===== src/rtl/csfc_pkg.sv =====
// Constants and types for the sink B drive level and flash control block
package csfc_pkg;
   // Register offsets
   localparam logic [7:0]  CSFC_ADDR_LEVEL    = 8'hae;
   localparam logic [7:0]  CSFC_ADDR_FLASH    = 8'haf;
   // Drive level register fields
   localparam int          CSFC_ENA_BIT       = 15;
   localparam int          CSFC_CODE_LSB      = 0;
   localparam int          CSFC_CODE_W        = 6;
   // Flash control register fields
   localparam int          CSFC_FMODE_BIT     = 15;
   localparam int          CSFC_TSRC_BIT      = 14;
   localparam int          CSFC_DRIVE_BIT     = 13;
   localparam int          CSFC_RATE_BIT      = 12;
   localparam int          CSFC_DUR_LSB       = 8;
   localparam int          CSFC_OFFR_LSB      = 4;
   localparam int          CSFC_ONR_LSB       = 0;
   // Reset values
   localparam logic [15:0] CSFC_LEVEL_RST     = 16'h0000;
   localparam logic [15:0] CSFC_FLASH_RST     = 16'h0000;
   // Clock
   localparam longint      CSFC_CLK_HZ        = 20_000_000;
   localparam longint      CSFC_CLK_NS        = 1_000_000_000 / CSFC_CLK_HZ;
   // Times in ns
   localparam longint      CSFC_DUR0_NS       = 32_000_000;
   localparam longint      CSFC_DUR1_NS       = 64_000_000;
   localparam longint      CSFC_DUR2_NS       = 96_000_000;
   localparam longint      CSFC_DUR3_NS       = 1_024_000_000;
   localparam longint      CSFC_REPEAT_NS     = 64'hee6b_2800;
   localparam longint      CSFC_LRAMP1_NS     = 250_000_000;
   localparam longint      CSFC_LRAMP2_NS     = 500_000_000;
   localparam longint      CSFC_LRAMP3_NS     = 1_000_000_000;
   localparam longint      CSFC_FRAMP1_NS     = 1_950_000;
   localparam longint      CSFC_FRAMP2_NS     = 3_910_000;
   localparam longint      CSFC_FRAMP3_NS     = 7_800_000;
   // Cycle counts, rounded down
   localparam int unsigned CSFC_DUR0_CYC      = int'(CSFC_DUR0_NS / CSFC_CLK_NS);
   localparam int unsigned CSFC_DUR1_CYC      = int'(CSFC_DUR1_NS / CSFC_CLK_NS);
   localparam int unsigned CSFC_DUR2_CYC      = int'(CSFC_DUR2_NS / CSFC_CLK_NS);
   localparam int unsigned CSFC_DUR3_CYC      = int'(CSFC_DUR3_NS / CSFC_CLK_NS);
   localparam int unsigned CSFC_REPEAT_CYC    = int'(CSFC_REPEAT_NS / CSFC_CLK_NS);
   localparam int unsigned CSFC_LRAMP1_CYC    = int'(CSFC_LRAMP1_NS / CSFC_CLK_NS);
   localparam int unsigned CSFC_LRAMP2_CYC    = int'(CSFC_LRAMP2_NS / CSFC_CLK_NS);
   localparam int unsigned CSFC_LRAMP3_CYC    = int'(CSFC_LRAMP3_NS / CSFC_CLK_NS);
   localparam int unsigned CSFC_FRAMP1_CYC    = int'(CSFC_FRAMP1_NS / CSFC_CLK_NS);
   localparam int unsigned CSFC_FRAMP2_CYC    = int'(CSFC_FRAMP2_NS / CSFC_CLK_NS);
   localparam int unsigned CSFC_FRAMP3_CYC    = int'(CSFC_FRAMP3_NS / CSFC_CLK_NS);
   // A ramp walks the level code one step at a time
   localparam int unsigned CSFC_RAMP_STEPS    = 64;
   localparam int          CSFC_TW            = 27;
   // Flash sequencer states
   typedef enum logic [1:0] {
      CSFC_IDLE  = 2'b00,
      CSFC_FLASH = 2'b01,
      CSFC_WAIT  = 2'b10
   } csfc_flash_t;
endpackage


===== src/rtl/csfc_ramp.sv =====
// Level code ramp between zero and the target code
module csfc_ramp import csfc_pkg::*; (
   // Clock and reset
   input  wire logic                   clk,
   input  wire logic                   rst_n,
   // Control
   input  wire logic                   on,
   input  wire logic [CSFC_CODE_W-1:0] target,
   input  wire logic [CSFC_TW-1:0]     up_step,
   input  wire logic [CSFC_TW-1:0]     dn_step,
   // Result
   output logic      [CSFC_CODE_W-1:0] level
);
   typedef struct packed {
      logic [CSFC_CODE_W-1:0] level;
      logic [CSFC_TW-1:0]     cnt;
   } csfc_ramp_t;

   csfc_ramp_t             s_r;
   csfc_ramp_t             s_nxt;
   logic [CSFC_CODE_W-1:0] goal;

   always_comb begin
      s_nxt = s_r;
      goal  = on ? target : '0;
      if (s_r.level == goal) begin
         s_nxt.cnt = '0;
      end else if (s_r.level > goal) begin
         // Falling: instant while on or with no off ramp
         if (on || dn_step == '0) begin
            s_nxt.level = goal;
            s_nxt.cnt   = '0;
         end else if (s_r.cnt >= dn_step - 1'b1) begin
            s_nxt.level = s_r.level - 1'b1;
            s_nxt.cnt   = '0;
         end else begin
            s_nxt.cnt = s_r.cnt + 1'b1;
         end
      end else begin
         if (up_step == '0) begin
            s_nxt.level = goal;
            s_nxt.cnt   = '0;
         end else if (s_r.cnt >= up_step - 1'b1) begin
            s_nxt.level = s_r.level + 1'b1;
            s_nxt.cnt   = '0;
         end else begin
            s_nxt.cnt = s_r.cnt + 1'b1;
         end
      end
   end

   always_ff @(posedge clk) begin
      if (!rst_n) begin
         s_r <= '0;
      end else begin
         s_r <= s_nxt;
      end
   end

   assign level = s_r.level;

   a_off_instant : assert property (@(posedge clk) disable iff (!rst_n)
      !on && dn_step == '0 |=> level == '0)
      else $error("off without ramp did not drop the level at once");
endmodule


===== src/rtl/csfc_top.sv =====
// Sink B drive level registers and flash sequencer
// Operation
// - Hold six-bit monotonic drive level code
// - Control bit 15 picks LED or flash
// - Bit 14 zero: drive bit triggers flash
// - Bit 14 one: trigger pin starts flash
// - Trigger source ignored in LED mode
// - LED mode: drive bit gates sink
// - Flash mode, register source: drive bit rising starts a flash
// - Register source: drive bit self-clears when flash ends
// - Pin source: drive writes start nothing
// - Bit 12 repeats flash every 4 s
// - Bits 9:8 set flash length
// - Off ramp 00 switches off instantly
// - All fields reset to zero
// - Ramp times differ for LED, flash
// - Bits 1:0 select the on ramp
// - Master enable gates the sink request, not the off ramp
module csfc_top import csfc_pkg::*; #(
   parameter int unsigned DUR0_CYC   = CSFC_DUR0_CYC,
   parameter int unsigned DUR1_CYC   = CSFC_DUR1_CYC,
   parameter int unsigned DUR2_CYC   = CSFC_DUR2_CYC,
   parameter int unsigned DUR3_CYC   = CSFC_DUR3_CYC,
   parameter int unsigned REPEAT_CYC = CSFC_REPEAT_CYC,
   parameter int unsigned LRAMP1_CYC = CSFC_LRAMP1_CYC,
   parameter int unsigned LRAMP2_CYC = CSFC_LRAMP2_CYC,
   parameter int unsigned LRAMP3_CYC = CSFC_LRAMP3_CYC,
   parameter int unsigned FRAMP1_CYC = CSFC_FRAMP1_CYC,
   parameter int unsigned FRAMP2_CYC = CSFC_FRAMP2_CYC,
   parameter int unsigned FRAMP3_CYC = CSFC_FRAMP3_CYC
) (
   // Clock and reset
   input  wire logic                   CLOCK,
   input  wire logic                   RESET_N,
   // Register port
   input  wire logic [7:0]             ADDR,
   input  wire logic [15:0]            WDATA,
   input  wire logic                   WR,
   input  wire logic                   RD,
   output logic      [15:0]            RDATA,
   // Flash trigger pin
   input  wire logic                   FLASH_TRIGGER,
   // Sink drive
   output logic                        SINK_B_OUTPUT,
   output logic      [CSFC_CODE_W-1:0] SINK_B_LEVEL,
   output logic                        SINK_B_FLASH_ACTIVE
);
   typedef struct packed {
      logic                   master_enable;
      logic [CSFC_CODE_W-1:0] level_code;
      logic                   function_select;
      logic                   trigger_source;
      logic                   drive_bit;
      logic                   repeat_select;
      logic [1:0]             pulse_length;
      logic [1:0]             off_ramp;
      logic [1:0]             on_ramp;
      logic                   drive_q;
      logic                   pin_s1;
      logic                   pin_s2;
      logic                   pin_q;
      csfc_flash_t            state;
      logic [CSFC_TW-1:0]     timer;
      logic [15:0]            rdata;
   } csfc_state_t;

   csfc_state_t            s_r;
   csfc_state_t            s_nxt;
   logic                   pin_rise;
   logic                   drive_rise;
   logic                   trig;
   logic                   on_req;
   logic                   wr_level;
   logic                   wr_flash;
   logic [CSFC_TW-1:0]     dur_last;
   logic [CSFC_TW-1:0]     up_step;
   logic [CSFC_TW-1:0]     dn_step;
   logic [CSFC_CODE_W-1:0] ramp_level;

   // Flash length in cycles for a pulse length code
   function automatic logic [CSFC_TW-1:0] dur_cyc(input logic [1:0] code);
      logic [CSFC_TW-1:0] r;
      r = '0;
      case (code)
         2'h0: r = CSFC_TW'(DUR0_CYC);
         2'h1: r = CSFC_TW'(DUR1_CYC);
         2'h2: r = CSFC_TW'(DUR2_CYC);
         default: r = CSFC_TW'(DUR3_CYC);
      endcase
      return r;
   endfunction

   // Cycles per level step of a ramp; zero means no ramp
   function automatic logic [CSFC_TW-1:0] ramp_step(input logic flash, input logic [1:0] code);
      int unsigned t;
      t = 0;
      case (code)
         2'h1: t = flash ? FRAMP1_CYC : LRAMP1_CYC;
         2'h2: t = flash ? FRAMP2_CYC : LRAMP2_CYC;
         2'h3: t = flash ? FRAMP3_CYC : LRAMP3_CYC;
         default: t = 0;
      endcase
      return CSFC_TW'(t / CSFC_RAMP_STEPS);
   endfunction

   // Pin edge seen only from the second synchroniser stage
   assign pin_rise   = s_r.pin_s2 && !s_r.pin_q;
   assign drive_rise = s_r.drive_bit && !s_r.drive_q;
   assign dur_last   = dur_cyc(s_r.pulse_length) - 1'b1;
   assign wr_level   = WR && ADDR == CSFC_ADDR_LEVEL;
   assign wr_flash   = WR && ADDR == CSFC_ADDR_FLASH;

   // Trigger source chosen only in flash mode, gated by enable
   always_comb begin
      trig = 1'b0;
      if (s_r.master_enable && s_r.function_select) begin
         if (s_r.trigger_source) begin
            trig = pin_rise;
         end else begin
            trig = drive_rise;
         end
      end
   end

   always_comb begin
      s_nxt        = s_r;
      s_nxt.pin_s1 = FLASH_TRIGGER;
      s_nxt.pin_s2 = s_r.pin_s1;
      s_nxt.pin_q  = s_r.pin_s2;
      s_nxt.rdata  = '0;

      // Flash sequencer
      case (s_r.state)
         CSFC_IDLE: begin
            if (trig) begin
               s_nxt.state = CSFC_FLASH;
               s_nxt.timer = '0;
            end
         end
         CSFC_FLASH: begin
            // New triggers are ignored until the pulse ends
            if (s_r.timer >= dur_last) begin
               if (!s_r.trigger_source) begin
                  s_nxt.drive_bit = 1'b0;
               end
               if (s_r.repeat_select) begin
                  s_nxt.state = CSFC_WAIT;
                  s_nxt.timer = s_r.timer + 1'b1;
               end else begin
                  s_nxt.state = CSFC_IDLE;
                  s_nxt.timer = '0;
               end
            end else begin
               s_nxt.timer = s_r.timer + 1'b1;
            end
         end
         CSFC_WAIT: begin
            // Repeat period counts from the start of the last flash
            if (!s_r.repeat_select) begin
               s_nxt.state = CSFC_IDLE;
               s_nxt.timer = '0;
            end else if (s_r.timer >= CSFC_TW'(REPEAT_CYC - 1)) begin
               s_nxt.state = CSFC_FLASH;
               s_nxt.timer = '0;
            end else begin
               s_nxt.timer = s_r.timer + 1'b1;
            end
         end
         default: begin
            s_nxt.state = CSFC_IDLE;
            s_nxt.timer = '0;
         end
      endcase

      // Leaving flash mode or disabling aborts any flash
      if (!s_r.master_enable || !s_r.function_select) begin
         s_nxt.state = CSFC_IDLE;
         s_nxt.timer = '0;
      end

      // Edge reference taken before software writes, so a set that
      // meets the self-clear still gives a fresh edge
      s_nxt.drive_q = s_nxt.drive_bit;

      // Register writes win over the hardware clear
      if (wr_level) begin
         s_nxt.master_enable = WDATA[CSFC_ENA_BIT];
         s_nxt.level_code    = WDATA[CSFC_CODE_LSB +: CSFC_CODE_W];
      end
      if (wr_flash) begin
         s_nxt.function_select = WDATA[CSFC_FMODE_BIT];
         s_nxt.trigger_source  = WDATA[CSFC_TSRC_BIT];
         s_nxt.drive_bit       = WDATA[CSFC_DRIVE_BIT];
         s_nxt.repeat_select   = WDATA[CSFC_RATE_BIT];
         s_nxt.pulse_length    = WDATA[CSFC_DUR_LSB +: 2];
         s_nxt.off_ramp        = WDATA[CSFC_OFFR_LSB +: 2];
         s_nxt.on_ramp         = WDATA[CSFC_ONR_LSB +: 2];
      end

      // Read data stands only in the cycle after the strobe
      if (RD) begin
         if (ADDR == CSFC_ADDR_LEVEL) begin
            s_nxt.rdata[CSFC_ENA_BIT]                  = s_r.master_enable;
            s_nxt.rdata[CSFC_CODE_LSB +: CSFC_CODE_W] = s_r.level_code;
         end else if (ADDR == CSFC_ADDR_FLASH) begin
            s_nxt.rdata[CSFC_FMODE_BIT]      = s_r.function_select;
            s_nxt.rdata[CSFC_TSRC_BIT]       = s_r.trigger_source;
            s_nxt.rdata[CSFC_DRIVE_BIT]      = s_r.drive_bit;
            s_nxt.rdata[CSFC_RATE_BIT]       = s_r.repeat_select;
            s_nxt.rdata[CSFC_DUR_LSB +: 2]  = s_r.pulse_length;
            s_nxt.rdata[CSFC_OFFR_LSB +: 2] = s_r.off_ramp;
            s_nxt.rdata[CSFC_ONR_LSB +: 2]  = s_r.on_ramp;
         end
      end
   end

   always_ff @(posedge CLOCK) begin
      if (!RESET_N) begin
         s_r <= '0;
      end else begin
         s_r <= s_nxt;
      end
   end

   // LED mode follows the drive bit, flash mode the sequencer
   always_comb begin
      on_req = 1'b0;
      if (s_r.master_enable) begin
         if (s_r.function_select) begin
            on_req = s_r.state == CSFC_FLASH;
         end else begin
            on_req = s_r.drive_bit;
         end
      end
   end

   assign up_step = ramp_step(s_r.function_select, s_r.on_ramp);
   assign dn_step = ramp_step(s_r.function_select, s_r.off_ramp);

   csfc_ramp u_ramp (
      .clk    (CLOCK),
      .rst_n  (RESET_N),
      .on     (on_req),
      .target (s_r.level_code),
      .up_step(up_step),
      .dn_step(dn_step),
      .level  (ramp_level)
   );

   assign RDATA               = s_r.rdata;
   assign SINK_B_LEVEL        = ramp_level;
   assign SINK_B_OUTPUT       = on_req || ramp_level != '0;
   assign SINK_B_FLASH_ACTIVE = s_r.state == CSFC_FLASH;

   // Checks
   a_led_gate : assert property (@(posedge CLOCK) disable iff (!RESET_N)
      s_r.state == CSFC_IDLE && s_r.master_enable && !s_r.function_select && s_r.drive_bit
      && s_r.on_ramp == 2'b00 && !wr_level && !wr_flash |=> SINK_B_OUTPUT && SINK_B_LEVEL == s_r.level_code)
      else $error("LED mode drive bit did not light the sink");

   // A write that sets the enable may light the sink in the next cycle
   a_master_gate : assert property (@(posedge CLOCK) disable iff (!RESET_N)
      !s_r.master_enable && !wr_level |=> !SINK_B_FLASH_ACTIVE && !on_req)
      else $error("sink active while master enable is low");

   a_level_read : assert property (@(posedge CLOCK) disable iff (!RESET_N)
      RD && ADDR == CSFC_ADDR_LEVEL |=> RDATA[CSFC_CODE_LSB +: CSFC_CODE_W] == $past(s_r.level_code)
      && RDATA[CSFC_ENA_BIT] == $past(s_r.master_enable))
      else $error("level register read back wrong");

   a_mode_read : assert property (@(posedge CLOCK) disable iff (!RESET_N)
      RD && ADDR == CSFC_ADDR_FLASH |=> RDATA[CSFC_FMODE_BIT] == $past(s_r.function_select)
      && RDATA[CSFC_TSRC_BIT] == $past(s_r.trigger_source))
      else $error("flash control mode bits read back wrong");

   a_dur_read : assert property (@(posedge CLOCK) disable iff (!RESET_N)
      RD && ADDR == CSFC_ADDR_FLASH |=> RDATA[CSFC_DUR_LSB +: 2] == $past(s_r.pulse_length))
      else $error("pulse length read back wrong");

   a_ramp_read : assert property (@(posedge CLOCK) disable iff (!RESET_N)
      RD && ADDR == CSFC_ADDR_FLASH |=> RDATA[CSFC_ONR_LSB +: 2] == $past(s_r.on_ramp)
      && RDATA[CSFC_OFFR_LSB +: 2] == $past(s_r.off_ramp))
      else $error("ramp selections read back wrong");

   a_led_no_flash : assert property (@(posedge CLOCK) disable iff (!RESET_N)
      !s_r.function_select |=> !SINK_B_FLASH_ACTIVE)
      else $error("flash running in LED mode");

   a_pin_synced : assert property (@(posedge CLOCK) disable iff (!RESET_N)
      pin_rise |-> $past(FLASH_TRIGGER, 2))
      else $error("trigger edge not taken through the synchroniser");

   a_pin_drive_keep : assert property (@(posedge CLOCK) disable iff (!RESET_N)
      s_r.trigger_source && !wr_flash |=> $stable(s_r.drive_bit))
      else $error("drive bit changed by a flash with pin source");

   a_repeat_off : assert property (@(posedge CLOCK) disable iff (!RESET_N)
      s_r.state == CSFC_WAIT && !s_r.repeat_select |=> s_r.state == CSFC_IDLE)
      else $error("repeat wait kept running after repeat was cleared");

   a_reg_trig : assert property (@(posedge CLOCK) disable iff (!RESET_N)
      s_r.state == CSFC_IDLE && s_r.master_enable && s_r.function_select && !s_r.trigger_source
      && drive_rise |=> SINK_B_FLASH_ACTIVE && s_r.timer == '0)
      else $error("drive bit edge did not start a flash");

   a_pin_trig : assert property (@(posedge CLOCK) disable iff (!RESET_N)
      s_r.state == CSFC_IDLE && s_r.master_enable && s_r.function_select && s_r.trigger_source
      && pin_rise |=> SINK_B_FLASH_ACTIVE)
      else $error("trigger pin edge did not start a flash");

   a_drive_ignored : assert property (@(posedge CLOCK) disable iff (!RESET_N)
      s_r.state == CSFC_IDLE && s_r.trigger_source && !pin_rise |=> s_r.state == CSFC_IDLE)
      else $error("flash started without a pin edge");

   a_auto_clear : assert property (@(posedge CLOCK) disable iff (!RESET_N)
      s_r.state == CSFC_FLASH && s_r.timer >= dur_last && !s_r.trigger_source && !wr_flash
      && s_r.master_enable && s_r.function_select |=> !s_r.drive_bit)
      else $error("drive bit not cleared at flash end");

   a_flash_len : assert property (@(posedge CLOCK) disable iff (!RESET_N)
      $fell(SINK_B_FLASH_ACTIVE) && $past(s_r.master_enable && s_r.function_select) && !$past(wr_flash)
      |-> $past(s_r.timer) == $past(dur_last))
      else $error("flash length differs from the pulse length code");

   a_busy_ignore : assert property (@(posedge CLOCK) disable iff (!RESET_N)
      s_r.state == CSFC_FLASH && s_r.timer < dur_last && s_r.master_enable && s_r.function_select
      |=> s_r.state == CSFC_FLASH && s_r.timer == $past(s_r.timer) + 1'b1)
      else $error("flash restarted or stopped early");

   a_repeat_wait : assert property (@(posedge CLOCK) disable iff (!RESET_N)
      s_r.state == CSFC_WAIT && s_r.timer >= CSFC_TW'(REPEAT_CYC - 1) && s_r.repeat_select
      && s_r.master_enable && s_r.function_select |=> SINK_B_FLASH_ACTIVE && s_r.timer == '0)
      else $error("repeat flash not retriggered");

   a_reset_zero : assert property (@(posedge CLOCK)
      !RESET_N |=> !s_r.master_enable && s_r.level_code == '0 && !s_r.function_select
      && !s_r.drive_bit && s_r.pulse_length == '0 && s_r.on_ramp == '0 && s_r.off_ramp == '0)
      else $error("fields not zero after reset");

   c_led_on : cover property (@(posedge CLOCK) disable iff (!RESET_N)
      !s_r.function_select && on_req);
   c_reg_flash : cover property (@(posedge CLOCK) disable iff (!RESET_N)
      $fell(SINK_B_FLASH_ACTIVE) && !s_r.trigger_source);
   c_pin_flash : cover property (@(posedge CLOCK) disable iff (!RESET_N)
      $rose(SINK_B_FLASH_ACTIVE) && s_r.trigger_source);
   c_repeat : cover property (@(posedge CLOCK) disable iff (!RESET_N)
      s_r.state == CSFC_WAIT ##1 SINK_B_FLASH_ACTIVE);
   c_ramp_up : cover property (@(posedge CLOCK) disable iff (!RESET_N)
      on_req && ramp_level != '0 && ramp_level < s_r.level_code);
endmodule


===== config.mk =====
export PLATFORM = sky130hd
export DESIGN_NAME = csfc_top
export DESIGN_NICKNAME = d
export VERILOG_FILES = /design/src/rtl/csfc_pkg.sv /design/src/rtl/csfc_ramp.sv /design/src/rtl/csfc_top.sv
export SDC_FILE = /design/constraint.sdc
export NUM_CORES = 1
export LEC_CHECK = 0
export BUFFER_PORTS_ARGS = -buffer_cell sky130_fd_sc_hd__buf_2
export CAP_MARGIN = 20
export CORE_MARGIN = 2
export CORE_UTILIZATION = 60
export DETAILED_ROUTE_END_ITERATION = 8
export PLACE_DENSITY = 0.87
export SLEW_MARGIN = 25
export SYNTH_ARGS = -nofsm -noshare
export SYNTH_HDL_FRONTEND = slang
export SYNTH_SLANG_ARGS = --single-unit

===== constraint.sdc =====
create_clock -name CLOCK -period 7.8 [get_ports CLOCK]
set_clock_uncertainty 0.1 [all_clocks]
set_input_delay 0.78 -clock CLOCK [delete_from_list [all_inputs] [get_ports CLOCK]]
set_output_delay 0.78 -clock CLOCK [all_outputs]
set_load 0.02 [all_outputs]

==> flow_metrics.tcl, run 1 <==
set metrics [dict create \
    status "complete, no violations" \
    holdCritPathClass "reg2reg" \
    ys_seq_area_frac 0.2747 \
    cts_buffer_depth 2 \
    grt_pass1_vias 5453 \
    grt_pass1_wl_um 25600 \
    ir_drop_mv 0.1269 \
    area_delta_synth_final_pct 6.035 \
    synth_compound_area_frac 0.1561 \
    syn_inst 831 \
    synth_edf_count 0 \
    start_util 0.6116 \
    cts.htree.levels 3 \
    postCtsSetupBuffers 0 \
    p_int_uw 772.8 \
    ys_ff_latch 95 \
    crit_path_end_kind "register" \
    sw_frac_of_total 0.2759 \
    globalplace.congestion 0.9036 \
    dp_hpwl_um 10840 \
    synth.top_cells.by_area "dfxtp_1 27%, ha_1 16%, nor2_1 4.3%" \
    period_minus_slack_ns 4.138 \
    tightest_slew_ns 0.9226 \
    slew_headroom 0.3850 \
    required_ns 7.98 \
    whs_ns 0.3875 \
    first_pass_iters 5 \
    synthDominantCellAreaShare 0.2747 \
    crit_arrival_ns 4.31 \
    synth_mux_area_frac 0.04192 \
    synth-async-reset-ratio 0 \
    vias 5973 \
    cts-root-buf "clkbuf_16" \
    cts_tree "done" \
    cp_max_fo 27 \
    yosys_warnings 0 \
    avgSynthCellArea_um2 8.332 \
    cts_hold_buf 0 \
    yosys.area_share.simple 0.2598 \
    path_clk_slew_ns 0.07 \
    clock_sinks 95 \
    p_clk_frac 0.387 \
    rsz0062_at_grt "false" \
    die_y_um 111.4 \
    clk-insertion-delay-late_ns 0.35 \
    start_kind "register" \
    synth_adder_area_share 0.1644 \
    drc 0 \
    path_class "reg2reg" \
    max_freq_mhz 241.7 \
    drive_above_1_share 0.1052 \
    drv_slew 0 \
    antenna_cells 0 \
    wl_um 14920 \
    final_cell_area_um2 7342 \
    power_frac_comb 0.141 \
    fin_setup_tns_ns 0 \
    synth_xor_area_frac 0.04427 \
    power_uw 1067 \
    cts_resized 0 \
    dr.first_iter.drc_count 521 \
    synth_top_family_by_area "simple AND/OR/NAND/NOR gates" \
    setup_viol 0 \
    reg2reg_depth 14 \
    dieArea_um2 12420 \
    cts_inserted_buffers 9 \
    ys_types 67 \
    drt-wirelength-per-cell_um 15.09 \
    synth_area_um2 6924 \
    power.density_nw_per_um2 145.4 \
    p_leak_uw 0.003262 \
    io_pins 53 \
    final_net_count 961 \
    maxCapViolCount 0 \
    io_buffers 44 \
    holdPathStages 1 \
    p_sw_uw 294.4 \
    grt_max_degree 36 \
    grt_usage 0.2438 \
    seq_power_share 0.471 \
    synth.largest_area_cell "dfxtp_1" \
    routed_via_density 6.039 \
    dpl_cell_area_um2 7069 \
    die_w_um 111.4 \
    grt_overflow 0 \
    min_period_over_period 0.5305 \
    synthFlopType "dfxtp_1" \
    antenna_found_initial 0 \
    core-area_um2 11320 \
    hold_viol 0 \
    drtAntennaViolNets 0 \
    rows 39 \
]
[path summary, 6_finish.rpt]
path / start / end / slack (ns)
max: s_r[58]$_SDFFE_PN0P_ / u_ramp.s_r[5]$_SDFF_PP0_ / 3.66
min: s_nxt[46]$_SDFF_PN0_ / s_nxt[45]$_SDFF_PN0_ / 0.39
max reg2reg: s_r[58]$_SDFFE_PN0P_ / u_ramp.s_r[5]$_SDFF_PP0_ / 3.66
min reg2reg: s_nxt[46]$_SDFF_PN0_ / s_nxt[45]$_SDFF_PN0_ / 0.39
[worst max-delay path, stage by stage, from the launching register on]
cell and delay [ns]:
dfxtp_1 0.69, nor2b_1 0.21, nand2b_1 0.15, ha_1 0.40, nand2b_1 0.13, a21o_1 0.20
ha_1 0.29, a21oi_1 0.12, o21ai_0 0.09, a221oi_1 0.28, o31ai_1 0.12, a21oi_1 0.75
o211ai_2 0.11, buf_4 0.25, nor2_1 0.14
[metal layers]
| metal | track usage | vias up | share of wire |
|---|---|---|---|
| li1 | - | 3004 | - |
| met1 | 0.3310 | 2762 | 0.47 |
| met2 | 0.3980 | 185 | 0.45 |
| met3 | 0.03484 | 22 | 0.059 |
| met4 | 0.08724 | 0 | 0.017 |
| met5 | 0 | - | 0 |
[cells in the mapped netlist, types with 7 or more instances]
library cell	n
a211oi_1	8
a31oi_1	12
xnor2_1	17
nor2_1	79
a31o_2	7
inv_1	26
and2_1	13
mux2i_1	29
clkbuf_1	20
nand3_1	41
nor3_1	11
nand2_1	70
ha_1	91
a21oi_1	40
nand4_1	29
nor2b_1	21
buf_4	22
dfxtp_1	95
and3_1	15
a21o_1	11
buf_2	7
nand2b_1	20
xor2_1	18
and4_1	9
o21ai_0	24
a22o_1	7
[through the flow]
stage	setup slack, ns	util	std cells
after floorplan	4.405	-	835
after global placement	3.858	0.6244	973
after detailed placement	3.779	0.6244	973
after CTS	3.753	0.6485	989
after global routing	3.301	0.6485	989
final	3.662	0.6485	989
[cell families (layout without fill, tap and decap cells)]
| group | Yosys count | count (layout) |
|---|---|---|
| DFF | 95 | 95 |
| AOI/OAI and AO/OA | 157 | 157 |
| and+or+nand+nor | 344 | 344 |
| muxes | 29 | 29 |
| adders and majority gates | 91 | 91 |
| buffers and inverters | 78 | 89 |
| other | 2 | 6 |
| xor gates and xnor gates | 35 | 35 |
[layout make-up]
cell class | count | area, um2
multi-input combinational | 662 | 4648
fill | 904 | 3979
sequential | 95 | 1902
timing repair buffer | 47 | 242.7
clock buffer | 10 | 229.0
tap | 143 | 178.9
inverter | 26 | 97.59
clock inverter | 6 | 43.79
[placed cells by master (no fill, tap or decap), types with 6 or more instances in the layout]
| cell | instances |
|---|---|
| nand2_1 | 70 |
| inv_1 | 26 |
| nor3_1 | 11 |
| and2_1 | 13 |
| ha_1 | 91 |
| mux2i_1 | 29 |
| nor2_1 | 79 |
| a31o_2 | 7 |
| nand4_1 | 29 |
| a211oi_1 | 8 |
| nor2b_1 | 21 |
| conb_1 | 6 |
| nand2b_1 | 20 |
| a31oi_1 | 12 |
| xor2_1 | 18 |
| and4_1 | 9 |
| a21oi_1 | 40 |
| a22o_1 | 7 |
| clkbuf_16 | 9 |
| buf_2 | 44 |
| nand3_1 | 41 |
| and3_1 | 15 |
| o21ai_0 | 23 |
| a21o_1 | 11 |
| dfxtp_1 | 95 |
| xnor2_1 | 17 |
[flip-flops by register name, indices dropped and copies added (netlist names)]
name and flops:
s_nxt 2, u_ramp.s_r 27, u_ramp.level 6, s_r 48
RDATA 12
[power groups by stage]
stage / clock network, uW / logic [uW] / registers (uW)
finish: 413 / 151 / 503
global route: 438 / 165 / 504
CTS: 419 / 149 / 502
detailed placement: 0 / 147 / 513
global placement: 0 / 143 / 513
floorplan: 0 / 124 / 506
(Power assumes the default switching activity.)
==> run 2, diff against run 1 <==
Clock period 7.8 ns to 3.85 ns, I/O delays scaled along.
==> run 2 against run 1 <==
Fmax rose by 17%. Combinational power up 120%. Sequential power is 100% higher. Die area is the same. Register-to-register slack got worse by 3.3 ns.
==> flow_metrics.tcl, run 2 (synthesized netlist as in run 1, its figures left out) <==
set metrics [dict create \
    dpl_cell_area_um2 7164 \
    globalplace.congestion 0.9180 \
    power.density_nw_per_um2 312.3 \
    p_clk_frac 0.426 \
    start_kind "register" \
    fin_setup_tns_ns 0 \
    drv_slew 0 \
    cts-root-buf "clkbuf_16" \
    cts.htree.levels 3 \
    dr.first_iter.drc_count 462 \
    endpoint "u_ramp.level[4]$_SDFFE_PN0P_" \
    drt-wirelength-per-cell_um 16.04 \
    io_pins 53 \
    tightest_slew_ns 0.7725 \
    nFillCells 882 \
    drc 0 \
    clk-insertion-delay-late_ns 0.35 \
    final_cell_area_um2 7518 \
    min_period_over_period 0.9174 \
    seq_power_share 0.433 \
    drtAntennaViolNets 0 \
    fin_cells 1000 \
    grt_pass1_wl_um 27150 \
    reg2reg_to "u_ramp.level[4]$_SDFFE_PN0P_" \
    cts_buffer_depth 2 \
    cts_hold_buf 0 \
    rsz0062_at_grt "false" \
    p_int_uw 1752 \
    wl_um 16040 \
    cp-startpoint "s_r[52]$_SDFFE_PN0P_" \
    ir_drop_mv 0.2840 \
    crit_arrival_ns 3.68 \
    first_pass_iters 5 \
    rows 39 \
    required_ns 4.00 \
    drive_above_1_share 0.1202 \
    antenna_found_initial 0 \
    area_delta_synth_final_pct 8.583 \
    reg2reg_depth 14 \
    power_uw 2348 \
    r2r-start "s_r[52]$_SDFFE_PN0P_" \
    largest_register "s_r" \
    io_buffers 44 \
    cts_tree "done" \
    dieArea_um2 12420 \
    maxCapViolCount 0 \
    holdCritPathClass "in2reg" \
    core-area_um2 11320 \
    whs_ns 0.1554 \
    slew_headroom 0.4831 \
    antenna_cells 0 \
    final_net_count 972 \
    p_leak_uw 0.003353 \
    clock_sinks 95 \
    grt_pass1_vias 5882 \
    grt_overflow 0 \
    dp_hpwl_um 11130 \
    path_class "reg2reg" \
    path_clk_slew_ns 0.07 \
    largest_reg_flops 48 \
    sw_frac_of_total 0.2539 \
    routed_via_density 6.197 \
    power_frac_comb 0.140 \
    max_freq_mhz 283.1 \
    start_util 0.6116 \
    die_y_um 111.4 \
    p_sw_uw 596.2 \
    cp_max_fo 8 \
    layout_common_cells "95 x dfxtp_1, 90 x ha_1, 79 x nor2_1, 70 x nand2_1, 44 x buf_2" \
    hold_viol 0 \
    period_minus_slack_ns 3.532 \
    vias 6197 \
    grt_usage 0.2605 \
    layout_commonest_cell "dfxtp_1" \
    status "complete, no violations" \
    placed_cells 984 \
    grt_max_degree 35 \
    die_w_um 111.4 \
    postCtsSetupBuffers 0 \
    setup_viol 0 \
    r2r_slack_ns 0.32 \
    cts_inserted_buffers 9 \
    crit_path_end_kind "register" \
]
[run 2: cell types whose count changed in the layout (fill, tap and decap cells not counted), moves of 2 or more]
| cell | before | now |
|---|---|---|
| clkbuf_8 | 0 | 2 |
| bufinv_16 | 0 | 2 |
| clkinv_2 | 2 | 0 |
| buf_4 | 3 | 13 |
[run 2: through the flow]
step	util	setup WS, ns
2_1_floorplan	-	0.4545
3_3_place_gp	0.6328	0.3536
3_5_place_dp	0.6328	0.2762
4_1_cts	0.6622	0.2356
5_1_grt	0.6641	0.04496
6_report	0.6641	0.3181
[run 2: area by class of cell]
type                            instances  area [um2]  share of cell area
Tap cell                              143       178.9             0.02380
Inverter                               26       97.59             0.01298
Clock buffer                           12       256.5             0.03412
Timing Repair Buffer                   58       337.8             0.04493
Clock inverter                          4       76.32             0.01015
Multi-Input combinational cell        662        4669              0.6211
Sequential cell                        95        1902              0.2530
[run 2: per-layer routing]
metal | vias to the layer above | global-route usage | routed length [um]
met2 | 248 | 0.4248 | 7229
li1 | 3029 | - | -
met4 | 0 | 0.1021 | 458
met3 | 51 | 0.05171 | 1251
met1 | 2869 | 0.3412 | 7101
met5 | - | 0 | 0
[run 2: worst max-delay path: stages (launching register included)]
cell and delay, ns:
dfxtp_1 0.44, nand2b_1 0.16, and2_1 0.18, ha_1 0.24
nand2b_1 0.12, a21o_1 0.20, ha_1 0.29, a21o_1 0.16
a21oi_1 0.14, nor2b_1 0.06, o31a_1 0.31, o41ai_4 0.53
buf_4 0.21, o21bai_1 0.06, a31o_2 0.23
[run 2: power groups by stage]
stage | Sequential [uW] | Clock [uW] | Combinational, uW
6_report | 1020 | 1000 | 330
5_1_grt | 1020 | 1040 | 356
4_1_cts | 1020 | 1000 | 324
3_5_place_dp | 1040 | 0 | 319
3_3_place_gp | 1040 | 0 | 314
2_1_floorplan | 1030 | 0 | 251
[run 2: worst min path at each step]
stage,startpoint,end,depth (start not counted)
2_1_floorplan,s_nxt[46]$_SDFF_PN0_,s_nxt[45]$_SDFF_PN0_,1
3_3_place_gp,s_nxt[46]$_SDFF_PN0_,s_nxt[45]$_SDFF_PN0_,1
3_5_place_dp,s_nxt[46]$_SDFF_PN0_,s_nxt[45]$_SDFF_PN0_,1
4_1_cts,FLASH_TRIGGER,s_nxt[46]$_SDFF_PN0_,2
5_1_grt,FLASH_TRIGGER,s_nxt[46]$_SDFF_PN0_,2
6_report,FLASH_TRIGGER,s_nxt[46]$_SDFF_PN0_,2
[run 2: timing repair]
item                                    in CTS  in global routing
endpoints found under the setup margin       0                  4
endpoints found under the hold margin        0                  0
gates resized for setup                      0                  4
==> run 3, diff against run 2 <==
Settings changed: SKIP_CTS_REPAIR_TIMING from default to 1.
Clock period 3.85 ns to 3.6 ns, I/O delays scaled along.
==> run 3 against run 2 <==
Final cell count grew 0.90%. Largest power group unchanged. Highest routed layer unchanged. Routed wire length is 0.78% lower. Non-clock buffer count rose by 9. Fmax is 3.4% higher.
==> flow_metrics.tcl, run 3 (synthesized netlist as in run 1, its figures left out) <==
set metrics [dict create \
    period_minus_slack_ns 3.417 \
    grt_usage 0.2559 \
    cts_inserted_buffers 9 \
    io_pins 53 \
    grt_util_met1 0.3505 \
    cts_tree "done" \
    register_area_um2 1911 \
    holdCritPathClass "in2reg" \
    start_util 0.6116 \
    largest_reg_flops 48 \
    grt_pass1_vias 5796 \
    min_period_over_period 0.9490 \
    p_leak_uw 0.003384 \
    clock_sinks 95 \
    antenna_cells 0 \
    pre_cts_ws_ns -0.02256 \
    dieArea_um2 12420 \
    max_freq_mhz 292.7 \
    drt-wirelength-per-cell_um 15.77 \
    final_util 0.6692 \
    largest_register "s_r" \
    routed_via_density 6.082 \
    placed_cells 992 \
    layout_commonest_cell "dfxtp_1" \
    crit_arrival_ns 3.59 \
    rows 39 \
    die_y_um 111.4 \
    slew_headroom 0.4740 \
    crit_path_end_kind "register" \
    critPathSlowestCell "or4_1" \
    hp-start "FLASH_TRIGGER" \
    tightest_slew_ns 0.7860 \
    cts-root-buf "clkbuf_16" \
    cts.htree.levels 3 \
    multi_input_area_um2 4679 \
    drv_slew 0 \
    cp-startpoint "s_r[43]$_SDFFE_PP0P_" \
    grt_overflow 0 \
    antenna_found_initial 0 \
    fin_cells 1009 \
    cpMostUsedCell "buf_4" \
    r2r-start "s_r[43]$_SDFFE_PP0P_" \
    die_w_um 111.4 \
    path_clk_slew_ns 0.07 \
    start_kind "register" \
    grt_max_degree 35 \
    rsz0062_at_grt "false" \
    globalplace.congestion 0.9193 \
    drive_above_1_share 0.1363 \
    core-area_um2 11320 \
    max_stage_delay_ns 0.50 \
    drtAntennaViolNets 0 \
    grt_pass1_wl_um 26750 \
    layout_common_cells "92 x dfxtp_1, 89 x ha_1, 78 x nor2_1, 69 x nand2_1, 44 x buf_2" \
    maxCapViolCount 0 \
    dr.first_iter.drc_count 600 \
    r2r_slack_ns 0.18 \
    final_net_count 981 \
    hold_viol 0 \
    fin_ws_ns 0.1834 \
    io_buffers 44 \
    cts_buffer_depth 2 \
    nFillCells 839 \
    dp_hpwl_um 11550 \
    area_delta_synth_final_pct 9.415 \
    first_pass_iters 6 \
    busiest_layer "met2" \
    path_class "reg2reg" \
    required_ns 3.77 \
    ir_drop_mv 0.3412 \
    power.density_nw_per_um2 321.9 \
    grtUsageMet3 0.04518 \
    status "complete, no violations" \
    path_cells "nand2b_1 -> o21ai_2 -> nand2_1 -> ha_1 -> and4_1 -> nand3_1 -> buf_4 -> o221ai_1 -> nand4_1 -> a21oi_1 -> buf_4 -> or4_1 -> a21boi_0" \
    vias 6137 \
    cp_max_fo 11 \
    drc 0 \
    setup_viol 0 \
    wl_um 15920 \
    clk-insertion-delay-late_ns 0.34 \
    use_met2 0.4081 \
]
-- run 3: cell types whose count changed in the layout (fill, tap and decap cells not counted), sizes merged --
cell      previous run  this run
bufinv               2         1
clkinvlp             1         2
buf                 58        67
-- run 3: layout make-up --
class / count / area share
multi-input cells: 662 / 0.6177
clock inverters: 4 / 0.007102
well taps: 143 / 0.02362
flip-flops and latches: 95 / 0.2522
clock buffers: 12 / 0.03254
repair buffers: 67 / 0.05400
inverters: 26 / 0.01288
-- run 3: critical path: cells and delay by family, from the launching register on --
kind | cells | cell delay [ns]
simple gates | 6 | 1.27
compound gates | 4 | 0.84
flops | 1 | 0.46
buf+inv | 2 | 0.36
fa+ha+maj | 1 | 0.31
-- run 3: final timing paths --
kind	endpoint	cells after the start
min reg2reg	s_nxt[45]$_SDFF_PN0_	1
max reg2reg	u_ramp.level[0]$_SDFFE_PN0P_	13
max	u_ramp.level[0]$_SDFFE_PN0P_	13
min	s_nxt[46]$_SDFF_PN0_	2
-- run 3: per-stage QoR --
stage	area, um2	hold WS [ns]	TNS (ns)	power, uW
after floorplan	6939	0.3119	0	1366
after CTS	7525	0.1301	-0.08089	2418
after global placement	7224	0.3325	0	1452
final	7576	0.1381	0	2439
after global routing	7576	0.1349	0	2513
after detailed placement	7224	0.3431	-0.03263	1460
-- run 3: per-layer routing --
layer  part of all wire  routed length [um]  vias up
li1                   -                   -     3037
met1               0.47                7446     2875
met2               0.45                7174      193
met3              0.061                 970       32
met4              0.020                 325        0
met5                  0                   0        -
-- run 3: where the power goes --
part | switching (uW) | internal [uW] | total [uW]
registers | 26.9 | 1060 | 1090
logic | 201 | 171 | 373
clock network | 418 | 561 | 979
